File: src/inc/rbs_pkg.sv
// Constants, field layouts and enumerations of the receive timing block.
// Assumes a single clock domain and synchronous active-high reset.
package rbs_pkg;
  localparam logic [3:0] ADDR_RX_TIMING   = 4'h0;
  localparam logic [3:0] ADDR_LOOP_FILTER = 4'h1;
  localparam logic [3:0] ADDR_JITTER      = 4'h2;
  localparam logic [3:0] ADDR_MODEM_TMG   = 4'h3;
  localparam logic [3:0] ADDR_MODEM_DLY   = 4'h4;
  localparam logic [3:0] ADDR_ROLE        = 4'h5;
  localparam logic [3:0] ADDR_RX_MUX      = 4'h6;
  localparam logic [3:0] ADDR_IRQ_CAUSE   = 4'h7;
  localparam logic [3:0] ADDR_IRQ_MASK    = 4'h8;
  localparam logic [3:0] ADDR_RESYNC      = 4'h9;
  // rx_timing_ctrl fields
  localparam int RT_ENABLE = 0;
  localparam int RT_SLOW   = 1;
  localparam int RT_FREEZE = 3;
  localparam int RT_TRACK  = 6;
  localparam int RT_SYNCED = 7;
  // loop_filter_fade_control fields
  localparam int LF_ACQ_LSB = 0;
  localparam int LF_TRK_LSB = 2;
  localparam int LF_INDEP   = 4;
  localparam int LF_FADE    = 5;
  localparam int LF_LONG_TERM_CORRECT_ENABLE   = 7;
  localparam int MT_OVERRIDE = 1;
  localparam int MC_MARKER   = 0;
  localparam int MC_SYNC_ERR = 3;
  localparam int MX_TOL      = 3;
  localparam logic [7:0] RST_ZERO   = 8'h00;
  localparam logic [7:0] RST_JITTER = 8'h24;
  localparam logic [7:0] RST_MASK   = 8'h09;
  localparam logic [1:0] MUX_SINGLE  = 2'h0;
  localparam logic [1:0] MUX_TWO_WAY = 2'h1;
  localparam logic [1:0] MUX_REVERSE = 2'h2;
  localparam logic [1:0] MUX_CLEAR   = 2'h3;
  localparam int PRE_TWO_WAY = 10;
  localparam int PRE_REVERSE = 12;
  localparam int MARK_BITS   = 24;
  localparam int LT_FRAMES   = 32;
  localparam int LT_SHIFT    = 5;
  localparam int MIN_VALID   = 8;
  localparam int TRK_SHIFT   = 2;
  localparam int CW_BITS     = 64;
  localparam int CW_DATA     = 48;
  localparam int CW_CHECK    = 15;
  localparam int SYNC_BITS   = 16;
  localparam int MAX_WORDS   = 6;
  localparam logic [15:0] PKT_SYNC = 16'hC4D7;
  typedef enum logic [1:0] {SY_SEARCH = 2'b00, SY_LOCK = 2'b01} rbs_sync_t;
  typedef enum logic [1:0] {LT_IDLE = 2'b00, LT_MEAS = 2'b01, LT_APPLY = 2'b11} rbs_lt_t;
  typedef enum logic [1:0] {TX_IDLE = 2'b00, TX_SYNC = 2'b01, TX_WORD = 2'b11} rbs_tx_t;
endpackage

File: src/design/rbs_timing.sv
// Receive timing recovery, fade detection, marker lock and code word send.
// Assumes rx data synchronous to ref_clk_in and a register master per port.
//
// Design decisions made here: the address-and-strobe port and the register addresses.
`timescale 1ns/100ps
`default_nettype none
module rbs_timing
  import rbs_pkg::*;
#(
  parameter int          BIT_CYC    = 36,
  parameter int          FRAME_BITS = 160,
  parameter logic [23:0] MARKER     = 24'h5A_3C96,
  parameter logic [23:0] PMARKER    = 24'hA6_59C3
) (
  input  wire logic        ref_clk_in,
  input  wire logic        rst_in,
  input  wire logic [3:0]  addr_in,
  input  wire logic [7:0]  wdata_in,
  input  wire logic        wr_in,
  input  wire logic        rd_in,
  output logic      [7:0]  rdata_out,
  input  wire logic        rx_data_in,
  input  wire logic        receiver_on_in,
  input  wire logic [47:0] cw_data_in,
  input  wire logic [14:0] cw_check_in,
  input  wire logic        cw_first_in,
  input  wire logic        cw_valid_in,
  output logic             cw_ready_out,
  output logic             tx_bit_out,
  output logic             tx_allowed_out,
  output logic             synced_out,
  output logic             fade_out,
  output logic             jitter_irq_out,
  output logic             marker_irq_out,
  output logic             slip_out,
  output logic             frame_start_out,
  output logic      [7:0]  modem_delay_out
);
  localparam int PW = $clog2(BIT_CYC) + 2;
  localparam int FW = $clog2(FRAME_BITS);
  localparam logic signed [PW-1:0] PMAX = PW'(BIT_CYC - 1);
  localparam logic signed [PW-1:0] HALF = PW'(BIT_CYC / 2);
  localparam logic [FW-1:0] FLAST = FW'(FRAME_BITS - 1);

  logic [7:0] rt_reg, lf_reg, jit_reg, mt_reg, dly_reg, role_reg, mux_reg;
  logic [7:0] cause_reg, mask_reg;
  logic       fade_reg;
  rbs_sync_t  sync_reg;
  rbs_lt_t    lt_reg;
  rbs_tx_t    tx_reg;

  // Role and mode decode
  logic portable, fixed_u, indep, clr_mode, tol, recov, freeze, locked;
  assign portable = role_reg[0];
  assign fixed_u  = ~portable;
  assign indep    = fixed_u & lf_reg[LF_INDEP];
  assign clr_mode = mux_reg[1:0] == MUX_CLEAR;
  assign tol      = mux_reg[MX_TOL];
  assign recov    = rt_reg[RT_ENABLE];
  assign freeze   = recov & rt_reg[RT_FREEZE];
  assign locked   = sync_reg == SY_LOCK;

  logic wr_resync;
  assign wr_resync = wr_in & (addr_in == ADDR_RESYNC);

  // Bit phase and edge detection
  logic signed [PW-1:0] phase_reg, phase_next, err, corr, lt_off_reg;
  logic prev_rx_reg, edge_s, bit_en;
  logic [1:0] shift;
  logic [FW-1:0] bit_cnt_reg;
  logic odd_reg, frame_end;
  assign edge_s    = rx_data_in ^ prev_rx_reg;
  assign bit_en    = phase_reg == PMAX;
  assign frame_end = bit_en & (bit_cnt_reg == FLAST);
  assign err       = (phase_reg < HALF) ? phase_reg : phase_reg - PW'(BIT_CYC);

  logic tracking;
  assign tracking = locked | rt_reg[RT_SLOW];
  // Tracking clips errors beyond the jitter limit so they count no more than the limit
  logic signed [PW-1:0] err_w, lim;
  assign lim = PW'(jit_reg[7:4]);
  always_comb begin
    err_w = err;
    shift = lf_reg[LF_ACQ_LSB +: 2];
    if (tracking) begin
      shift = lf_reg[LF_TRK_LSB +: 2];
      if (err > lim) err_w = lim;
      else if (err < -lim) err_w = -lim;
    end
  end

  logic adj_ok;
  assign adj_ok = recov & ~freeze & ~fade_reg & edge_s & receiver_on_in;
  assign corr   = adj_ok ? (err_w >>> (32'(shift) + TRK_SHIFT * 32'(tracking))) : PW'(0);

  logic lt_add;
  assign lt_add = portable & (lt_reg == LT_APPLY) & frame_end;

  logic slip_c;
  always_comb begin
    phase_next = (bit_en ? PW'(0) : phase_reg + PW'(1)) - corr;
    if (lt_add) phase_next = phase_next + lt_off_reg;
    slip_c = 1'b0;
    if (phase_next > PMAX) begin
      phase_next = phase_next - PW'(BIT_CYC);
      slip_c = fixed_u;
    end else if (phase_next < 0) begin
      phase_next = phase_next + PW'(BIT_CYC);
      slip_c = fixed_u;
    end
  end

  always_ff @(posedge ref_clk_in) begin
    if (rst_in) begin
      phase_reg   <= '0;
      prev_rx_reg <= 1'b0;
      slip_out    <= 1'b0;
    end else begin
      prev_rx_reg <= rx_data_in;
      phase_reg   <= phase_next;
      slip_out    <= slip_c;
    end
  end

  // Marker search
  logic [23:0] mk_sh_reg, pat, diff;
  logic [4:0] nerr;
  logic match, mark_pos;
  logic [FW-1:0] mark_end;
  always_comb begin
    pat = (mux_reg[1:0] == MUX_REVERSE) ? PMARKER : MARKER;
    if (portable) pat = ~pat;
    diff = mk_sh_reg ^ pat;
    nerr = '0;
    for (int i = 0; i < MARK_BITS; i++) nerr = nerr + 5'(diff[i]);
  end
  assign match = tol ? (nerr <= 5'h01) : (nerr == 5'h00);
  assign mark_end = (mux_reg[1:0] == MUX_REVERSE) ? FW'(PRE_REVERSE + MARK_BITS)
                                                 : FW'(PRE_TWO_WAY + MARK_BITS);
  assign mark_pos = bit_cnt_reg == mark_end - FW'(1);

  logic syn_mux, det, miss, reref;
  assign syn_mux = (mux_reg[1:0] == MUX_TWO_WAY) | (mux_reg[1:0] == MUX_REVERSE);
  assign det  = bit_en & syn_mux & match & receiver_on_in;
  assign miss = bit_en & locked & syn_mux & mark_pos & ~match;
  assign reref = det & ((sync_reg == SY_SEARCH) |
                 (indep & (mux_reg[1:0] == MUX_TWO_WAY)));

  always_ff @(posedge ref_clk_in) begin
    if (rst_in) begin
      mk_sh_reg <= '0;
    end else if (bit_en) begin
      mk_sh_reg <= {mk_sh_reg[22:0], rx_data_in};
    end
  end

  always_ff @(posedge ref_clk_in) begin
    if (rst_in | clr_mode) begin
      sync_reg <= SY_SEARCH;
    end else if (wr_resync) begin
      sync_reg <= SY_SEARCH;
    end else if (det) begin
      sync_reg <= SY_LOCK;
    end
  end

  // Frame counter
  always_ff @(posedge ref_clk_in) begin
    if (rst_in) begin
      bit_cnt_reg     <= '0;
      odd_reg         <= 1'b0;
      frame_start_out <= 1'b0;
    end else begin
      frame_start_out <= frame_end;
      if (reref) begin
        bit_cnt_reg <= mark_end;
      end else if (frame_end) begin
        bit_cnt_reg <= '0;
        odd_reg     <= ~odd_reg;
      end else if (bit_en) begin
        bit_cnt_reg <= bit_cnt_reg + FW'(1);
      end
    end
  end

  // Fade detection
  logic [7:0] out_cnt_reg, in_cnt_reg;
  logic jit_ev, odd_bad, even_bad, even_good;
  logic signed [PW-1:0] abs_err;
  assign abs_err = (err < 0) ? -err : err;
  assign jit_ev  = edge_s & receiver_on_in & (abs_err > lim);
  assign odd_bad   = out_cnt_reg > {4'h0, jit_reg[3:0]};
  assign even_bad  = in_cnt_reg < 8'(MIN_VALID);
  assign even_good = in_cnt_reg > 8'(MIN_VALID);

  always_ff @(posedge ref_clk_in) begin
    if (rst_in | frame_end) begin
      out_cnt_reg <= '0;
      in_cnt_reg  <= '0;
    end else if (edge_s & receiver_on_in) begin
      if (jit_ev & odd_reg & ~&out_cnt_reg) out_cnt_reg <= out_cnt_reg + 8'h01;
      if (~jit_ev & ~&in_cnt_reg) in_cnt_reg <= in_cnt_reg + 8'h01;
    end
  end

  always_ff @(posedge ref_clk_in) begin
    if (rst_in) begin
      fade_reg       <= 1'b0;
      jitter_irq_out <= 1'b0;
    end else begin
      jitter_irq_out <= 1'b0;
      if (frame_end & odd_reg) begin
        jitter_irq_out <= odd_bad;
        if (odd_bad) fade_reg <= 1'b1;
        else if (even_good) fade_reg <= 1'b0;
      end else if (frame_end & ~odd_reg) begin
        jitter_irq_out <= even_bad;
        if (even_bad) fade_reg <= 1'b1;
        else if (even_good) fade_reg <= 1'b0;
      end
    end
  end

  // Long-term frequency averaging
  logic signed [15:0] lt_sum_reg, lt_sum_next;
  logic [5:0] lt_cnt_reg;
  logic lt_on;
  assign lt_on = portable & lf_reg[LF_LONG_TERM_CORRECT_ENABLE];
  // Fade frames add nothing yet still count toward the 32
  assign lt_sum_next = lt_sum_reg + (fade_reg ? 16'sh0000 : 16'(corr));

  always_ff @(posedge ref_clk_in) begin
    if (rst_in | ~lt_on | wr_resync | ~locked) begin
      lt_reg     <= LT_IDLE;
      lt_sum_reg <= '0;
      lt_cnt_reg <= '0;
      lt_off_reg <= '0;
    end else begin
      case (lt_reg)
        LT_IDLE: begin
          lt_reg <= LT_MEAS;
        end
        LT_MEAS: begin
          lt_sum_reg <= lt_sum_next;
          if (frame_end) lt_cnt_reg <= lt_cnt_reg + 6'h01;
          if (frame_end & (lt_cnt_reg == 6'(LT_FRAMES - 1))) begin
            lt_reg     <= LT_APPLY;
            lt_off_reg <= PW'(lt_sum_next >>> LT_SHIFT);
          end
        end
        default: lt_reg <= LT_APPLY;
      endcase
    end
  end

  // Code word transmitter
  logic [63:0] tx_sh_reg;
  logic [6:0]  tx_cnt_reg;
  logic [2:0]  words_reg;
  logic        idle_reg, tx_stop_reg;
  logic [62:0] cw_body;
  assign cw_body = {cw_data_in, cw_check_in};
  assign tx_allowed_out = ~tx_stop_reg;
  assign cw_ready_out   = (tx_reg == TX_IDLE) & bit_en & ~tx_stop_reg;

  always_ff @(posedge ref_clk_in) begin
    if (rst_in | wr_resync) begin
      tx_stop_reg <= 1'b1;
    end else if (locked | (fixed_u & ~clr_mode & (mux_reg[1:0] != MUX_REVERSE))) begin
      tx_stop_reg <= 1'b0;
    end
  end

  always_ff @(posedge ref_clk_in) begin
    if (rst_in | tx_stop_reg) begin
      tx_reg     <= TX_IDLE;
      tx_sh_reg  <= '0;
      tx_cnt_reg <= '0;
      words_reg  <= '0;
      idle_reg   <= 1'b0;
      tx_bit_out <= 1'b0;
    end else if (bit_en) begin
      case (tx_reg)
        TX_IDLE: begin
          idle_reg   <= ~idle_reg;
          tx_bit_out <= idle_reg;
          if (cw_valid_in) begin
            tx_sh_reg <= {cw_body, ^cw_body};
            if (cw_first_in | (words_reg == 3'(MAX_WORDS))) begin
              tx_reg     <= TX_SYNC;
              tx_cnt_reg <= 7'(SYNC_BITS - 1);
              words_reg  <= 3'h1;
            end else begin
              tx_reg     <= TX_WORD;
              tx_cnt_reg <= 7'(CW_BITS - 1);
              words_reg  <= words_reg + 3'h1;
            end
          end
        end
        TX_SYNC: begin
          tx_bit_out <= PKT_SYNC[tx_cnt_reg[3:0]];
          tx_cnt_reg <= tx_cnt_reg - 7'h01;
          if (tx_cnt_reg == '0) begin
            tx_reg     <= TX_WORD;
            tx_cnt_reg <= 7'(CW_BITS - 1);
          end
        end
        default: begin
          tx_bit_out <= tx_sh_reg[63];
          tx_sh_reg  <= {tx_sh_reg[62:0], 1'b0};
          tx_cnt_reg <= tx_cnt_reg - 7'h01;
          if (tx_cnt_reg == '0) tx_reg <= TX_IDLE;
        end
      endcase
    end
  end

  // Register file
  logic wr_cause;
  assign wr_cause = wr_in & (addr_in == ADDR_IRQ_CAUSE);
  always_ff @(posedge ref_clk_in) begin
    if (rst_in) begin
      rt_reg   <= RST_ZERO;
      lf_reg   <= RST_ZERO;
      jit_reg  <= RST_JITTER;
      mt_reg   <= RST_ZERO;
      dly_reg  <= RST_ZERO;
      role_reg <= RST_ZERO;
      mux_reg  <= {6'h00, MUX_CLEAR};
      mask_reg <= RST_MASK;
    end else if (wr_in) begin
      if (addr_in == ADDR_RX_TIMING) rt_reg <= wdata_in;
      else if (addr_in == ADDR_LOOP_FILTER) lf_reg <= wdata_in;
      else if (addr_in == ADDR_JITTER) jit_reg <= wdata_in;
      else if (addr_in == ADDR_MODEM_TMG) mt_reg <= wdata_in;
      else if (addr_in == ADDR_MODEM_DLY) dly_reg <= wdata_in;
      else if (addr_in == ADDR_ROLE & clr_mode) role_reg <= wdata_in;
      else if (addr_in == ADDR_RX_MUX) mux_reg <= wdata_in;
      else if (addr_in == ADDR_IRQ_MASK) mask_reg <= wdata_in;
    end
  end

  // Cause bits: write one to clear; a new event wins over the clear
  logic [7:0] cause_set;
  always_comb begin
    cause_set = '0;
    cause_set[MC_MARKER]   = det;
    cause_set[MC_SYNC_ERR] = miss;
  end
  always_ff @(posedge ref_clk_in) begin
    if (rst_in) begin
      cause_reg <= '0;
    end else begin
      cause_reg <= (cause_reg & ~(wr_cause ? wdata_in : 8'h00)) | cause_set;
    end
  end
  assign marker_irq_out = |(cause_reg & mask_reg);

  logic [7:0] lf_rd, rt_rd, mt_rd;
  always_comb begin
    lf_rd = lf_reg;
    lf_rd[LF_FADE] = fade_reg;
    rt_rd = rt_reg;
    rt_rd[RT_TRACK]  = tracking;
    rt_rd[RT_SYNCED] = locked;
    mt_rd = mt_reg;
    if (indep) mt_rd[MT_OVERRIDE] = 1'b1;
  end

  always_ff @(posedge ref_clk_in) begin
    if (rst_in) begin
      rdata_out <= '0;
    end else if (rd_in) begin
      if (addr_in == ADDR_RX_TIMING) rdata_out <= rt_rd;
      else if (addr_in == ADDR_LOOP_FILTER) rdata_out <= lf_rd;
      else if (addr_in == ADDR_JITTER) rdata_out <= jit_reg;
      else if (addr_in == ADDR_MODEM_TMG) rdata_out <= mt_rd;
      else if (addr_in == ADDR_MODEM_DLY) rdata_out <= dly_reg;
      else if (addr_in == ADDR_ROLE) rdata_out <= role_reg;
      else if (addr_in == ADDR_RX_MUX) rdata_out <= mux_reg;
      else if (addr_in == ADDR_IRQ_CAUSE) rdata_out <= cause_reg;
      else if (addr_in == ADDR_IRQ_MASK) rdata_out <= mask_reg;
      else rdata_out <= 8'h00;
    end else begin
      rdata_out <= 8'h00;
    end
  end

  // Delay forced to zero in independent timing or with the override bit; data accepted only while receiver is on
  always_ff @(posedge ref_clk_in) begin
    if (rst_in) begin
      modem_delay_out <= '0;
      synced_out      <= 1'b0;
      fade_out        <= 1'b0;
    end else begin
      modem_delay_out <= (indep | mt_reg[MT_OVERRIDE]) ? 8'h00 : dly_reg;
      synced_out      <= locked;
      fade_out        <= fade_reg;
    end
  end
endmodule
`default_nettype wire

File: config.mk
export PLATFORM = sky130hd
export DESIGN_NAME = rbs_timing
export DESIGN_NICKNAME = d
export VERILOG_FILES = /design/src/inc/rbs_pkg.sv /design/src/design/rbs_timing.sv
export SDC_FILE = /design/constraint.sdc
export NUM_CORES = 1
export LEC_CHECK = 0
export BUFFER_PORTS_ARGS = -buffer_cell sky130_fd_sc_hd__clkbuf_2
export CAP_MARGIN = 20
export CORE_MARGIN = 2
export CORE_UTILIZATION = 61
export DETAILED_ROUTE_END_ITERATION = 16
export PLACE_DENSITY = 0.85
export SLEW_MARGIN = 0
export SYNTH_ARGS = -nofsm -noshare
export SYNTH_HDL_FRONTEND = slang
export SYNTH_SLANG_ARGS = --single-unit
File: constraint.sdc
create_clock -name ref_clk_in -period 8.8 [get_ports ref_clk_in]
set_input_delay 1.76 -clock ref_clk_in [delete_from_list [all_inputs] [get_ports ref_clk_in]]
set_output_delay 1.76 -clock ref_clk_in [all_outputs]
set_load 0.02 [all_outputs]
==> metrics.yaml <==
global_route:
  grt_max_degree: 118
  grt_overflow: 0
  antenna_found_initial: 2
  grt_pass1_vias: 12900
  grt_pass1_wl_um: 62700
  grt_usage_pct: 28.5
worst_setup_path:
  cp-start-kind: "flop"
  cp.required_ps: 9240
  cp_top_family: "compound AO/OA/AOI/OAI gates"
  rr_startpoint: "phase_reg[2]$_SDFF_PP0_"
  crit_path_max_incr_delay_ps: 650
  critPathLaunch: "phase_reg[2]$_SDFF_PP0_"
  worstSetupPathType: "flop to flop"
  slowest_stage: "o41ai_1"
  critPathMaxFanout: 13
  crit_path_frequent_cell: "ha_1"
  crit_path_end_kind: "flop"
  crit_buf_inv: 3
  critPathArrivalTime_ps: 8610
power_and_ir_drop:
  p_int_w: 0.00253
  seqPwrFrac_pct: 32.6
  total_power_w: 0.00382
  leakage_nw: 6.74
  power.share.combinational_pct: 33.6
  powerDensity_nw_per_um2: 226
  p_sw_w: 0.00129
  clock_power_share_pct: 33.8
  power_switching_share_pct: 33.7
  ir_drop_uv: 185
final_layout:
  fin_nets: 2094
  diodes: 0
  drive_gt1_share_pct: 11.0
  nFillCells: 2027
  largest_reg_flops: 64
  multi_input_area_um2: 9340
  ff_latch_area_um2: 5180
  synthToLayoutAreaGrowth_pct: 11.1
timing:
  timing.setup.tns_ps: 0
  clock.fmax_ghz: 0.123
  tightest_slew_ps: 1090
  fin_ws_ps: 637
  min_period_ps: 8160
  post-route-period-util_pct: 92.8
  drv_slew: 0
  hold_viol: 0
  setup_viol: 0
  skew_ps: 11.4
  rsz0062_at_grt: "no"
  slew_headroom_pct: 26.9
clocking:
  cts_buffers: 28
  htree_levels: 1
  clk_latency_ps: 540
  cts.sinks: 259
  clock_path_buffers: 3
  cts_root_buf: "clkbuf_16"
  cts_tree: "built"
  cts_setup_buffers: 0
  clk_pin_slew_ps: 60
  cts_hold_buf: 0
logic_synthesis:
  synth_area_per_cell_um2: 8.11
  synthSimpleGateAreaFrac_pct: 21.5
  synth_ff_type: "dfxtp_1"
  ys_ff_latch: 259
  synth_warnings: 0
  synthTopCellsByArea: "dfxtp_1 34%, nand2_1 7.4%, xnor2_1 5.9%"
  synth.distinct_cells: 95
  ys_seq_area_share_pct: 34.1
  synth_top_family_by_area: "simple AND/OR/NAND/NOR gates"
  syn_area_um2: 15200
  synth_edf_count: 0
  synth_largest_area_cell: "dfxtp_1"
  synth-compound-area-share_pct: 18.4
  synthCells: 1875
  yosysMostFrequentCell: "nand2_1"
  synth.top_cell.area_share_pct: 34.1
  async_reset_ff_share_pct: 0
  yosys-top-cells-count: "298 x nand2_1, 259 x dfxtp_1, 206 x nor2_1, 139 x a21oi_1, 102 x xnor2_1"
  synth.area.mux_share_pct: 4.59
  synth_xor_area_share_pct: 8.22
  yosys.area_share.adder_pct: 8.46
  syn-num-nets: 2048
floorplan:
  fp.dieArea_um2: 26200
  die_w_um: 162
  rows: 57
  die_h_um: 162
  pin_count: 108
  initial_core_util_pct: 62.3
  design.core.area_um2: 24400
worst_hold_path:
  hold_start: "lt_sum_reg[11]$_SDFFE_PP0N_"
  hold_class: "flop to flop"
routing:
  postRouteWirelength_um: 37900
  vias: 13700
  dr.pass1.iters: 5
  detail-route-antenna-nets: 0
  avgRoutedWirePerCell_um: 16.7
  drt_iter0_drc: 1156
  drc_errors: 0
  drt-vias-per-instance: 6.05
status:
  outcome: "completed"
job:
  drv_cap: 0
placed_design:
  place_hpwl_um: 26800
  port_buffers: 107
  place_congestion: 0.912
  pre_cts_ws_ps: 388
==> placed cells by master (no fill, tap or decap), types with 40 or more instances in the layout <==
cell / Yosys / routed
nand2_1: 298 / 297
dfxtp_1: 259 / 259
nor2_1: 206 / 205
a21oi_1: 139 / 138
clkbuf_2: 1 / 106
xnor2_1: 102 / 101
inv_1: 72 / 72
ha_1: 70 / 70
a311oi_1: 65 / 65
mux2i_1: 64 / 64
o21ai_0: 52 / 52
nand3_1: 40 / 40
==> final cells by class <==
cell class | count | share of cell area (%)
multi-input combinational | 1436 | 55.3
sequential | 259 | 30.7
clock inverter | 15 | 1.36
timing repair buffer | 122 | 3.87
inverter | 74 | 1.64
clock buffer | 36 | 4.69
tap | 324 | 2.40
==> routing by layer <==
layer,share of wire (%),routed length (um),up-vias,track usage [%]
met5,0,0,-,0
met4,3.1,1160,0,9.49
met3,7.1,2690,96,4.57
met2,47,17800,491,48.3
met1,43,16300,6465,37.2
li1,-,-,6668,-
==> logic make-up (layout without fill, tap and decap cells) <==
group,count (synthesis),count (layout)
compound gates,410,410
xor+xnor,141,141
fa+ha+maj,91,91
buf+inv,180,247
flops,259,259
mux,68,68
simple gates,726,726
==> stage by stage <==
stage | instances | hold WS (ps) | instance area [um2] | util [%]
floorplan | 1875 | 432 | 15200 | -
global placement | 2213 | 441 | 15800 | 64.9
detailed placement | 2213 | 452 | 15800 | 64.9
CTS | 2264 | 461 | 16800 | 69.1
global route | 2266 | 477 | 16900 | 69.2
finish | 2266 | 461 | 16900 | 69.2
==> final timing paths <==
kind	to	slack, ps	cells after the start
max reg2reg	phase_reg[5]$_SDFF_PP0_	640	32
max	phase_reg[5]$_SDFF_PP0_	640	32
min	lt_sum_reg[11]$_SDFFE_PP0N_	460	2
min reg2reg	lt_sum_reg[11]$_SDFFE_PP0N_	460	2
==> power by group through the flow <==
| stage | registers [W] | logic [W] | clock network [W] |
|---|---|---|---|
| floorplan | 0.00124 | 0.00101 | 0 |
| global placement | 0.00127 | 0.00119 | 0 |
| detailed placement | 0.00127 | 0.00124 | 0 |
| CTS | 0.00124 | 0.00125 | 0.00131 |
| global route | 0.00125 | 0.00143 | 0.00136 |
| finish | 0.00125 | 0.00128 | 0.00129 |
==> timing repair <==
| item | CTS | global route |
|---|---|---|
| endpoints found under the setup margin | 0 | 7 |
| gates resized for setup | 0 | 3 |
| endpoints found under the hold margin | 0 | 0 |
==> worst register-to-register path, delay by kind of cell, from the launching register on <==
kind | cells | cell delay, ps
and+or+nand+nor | 6 | 1420
DFF | 1 | 540
xor gates and xnor gates | 3 | 640
muxes | 1 | 280
adders and majority gates | 5 | 1480
AOI/OAI and AO/OA | 14 | 3330
buffers and inverters | 3 | 360
No activity file was read; power rests on OpenSTA's default activity.
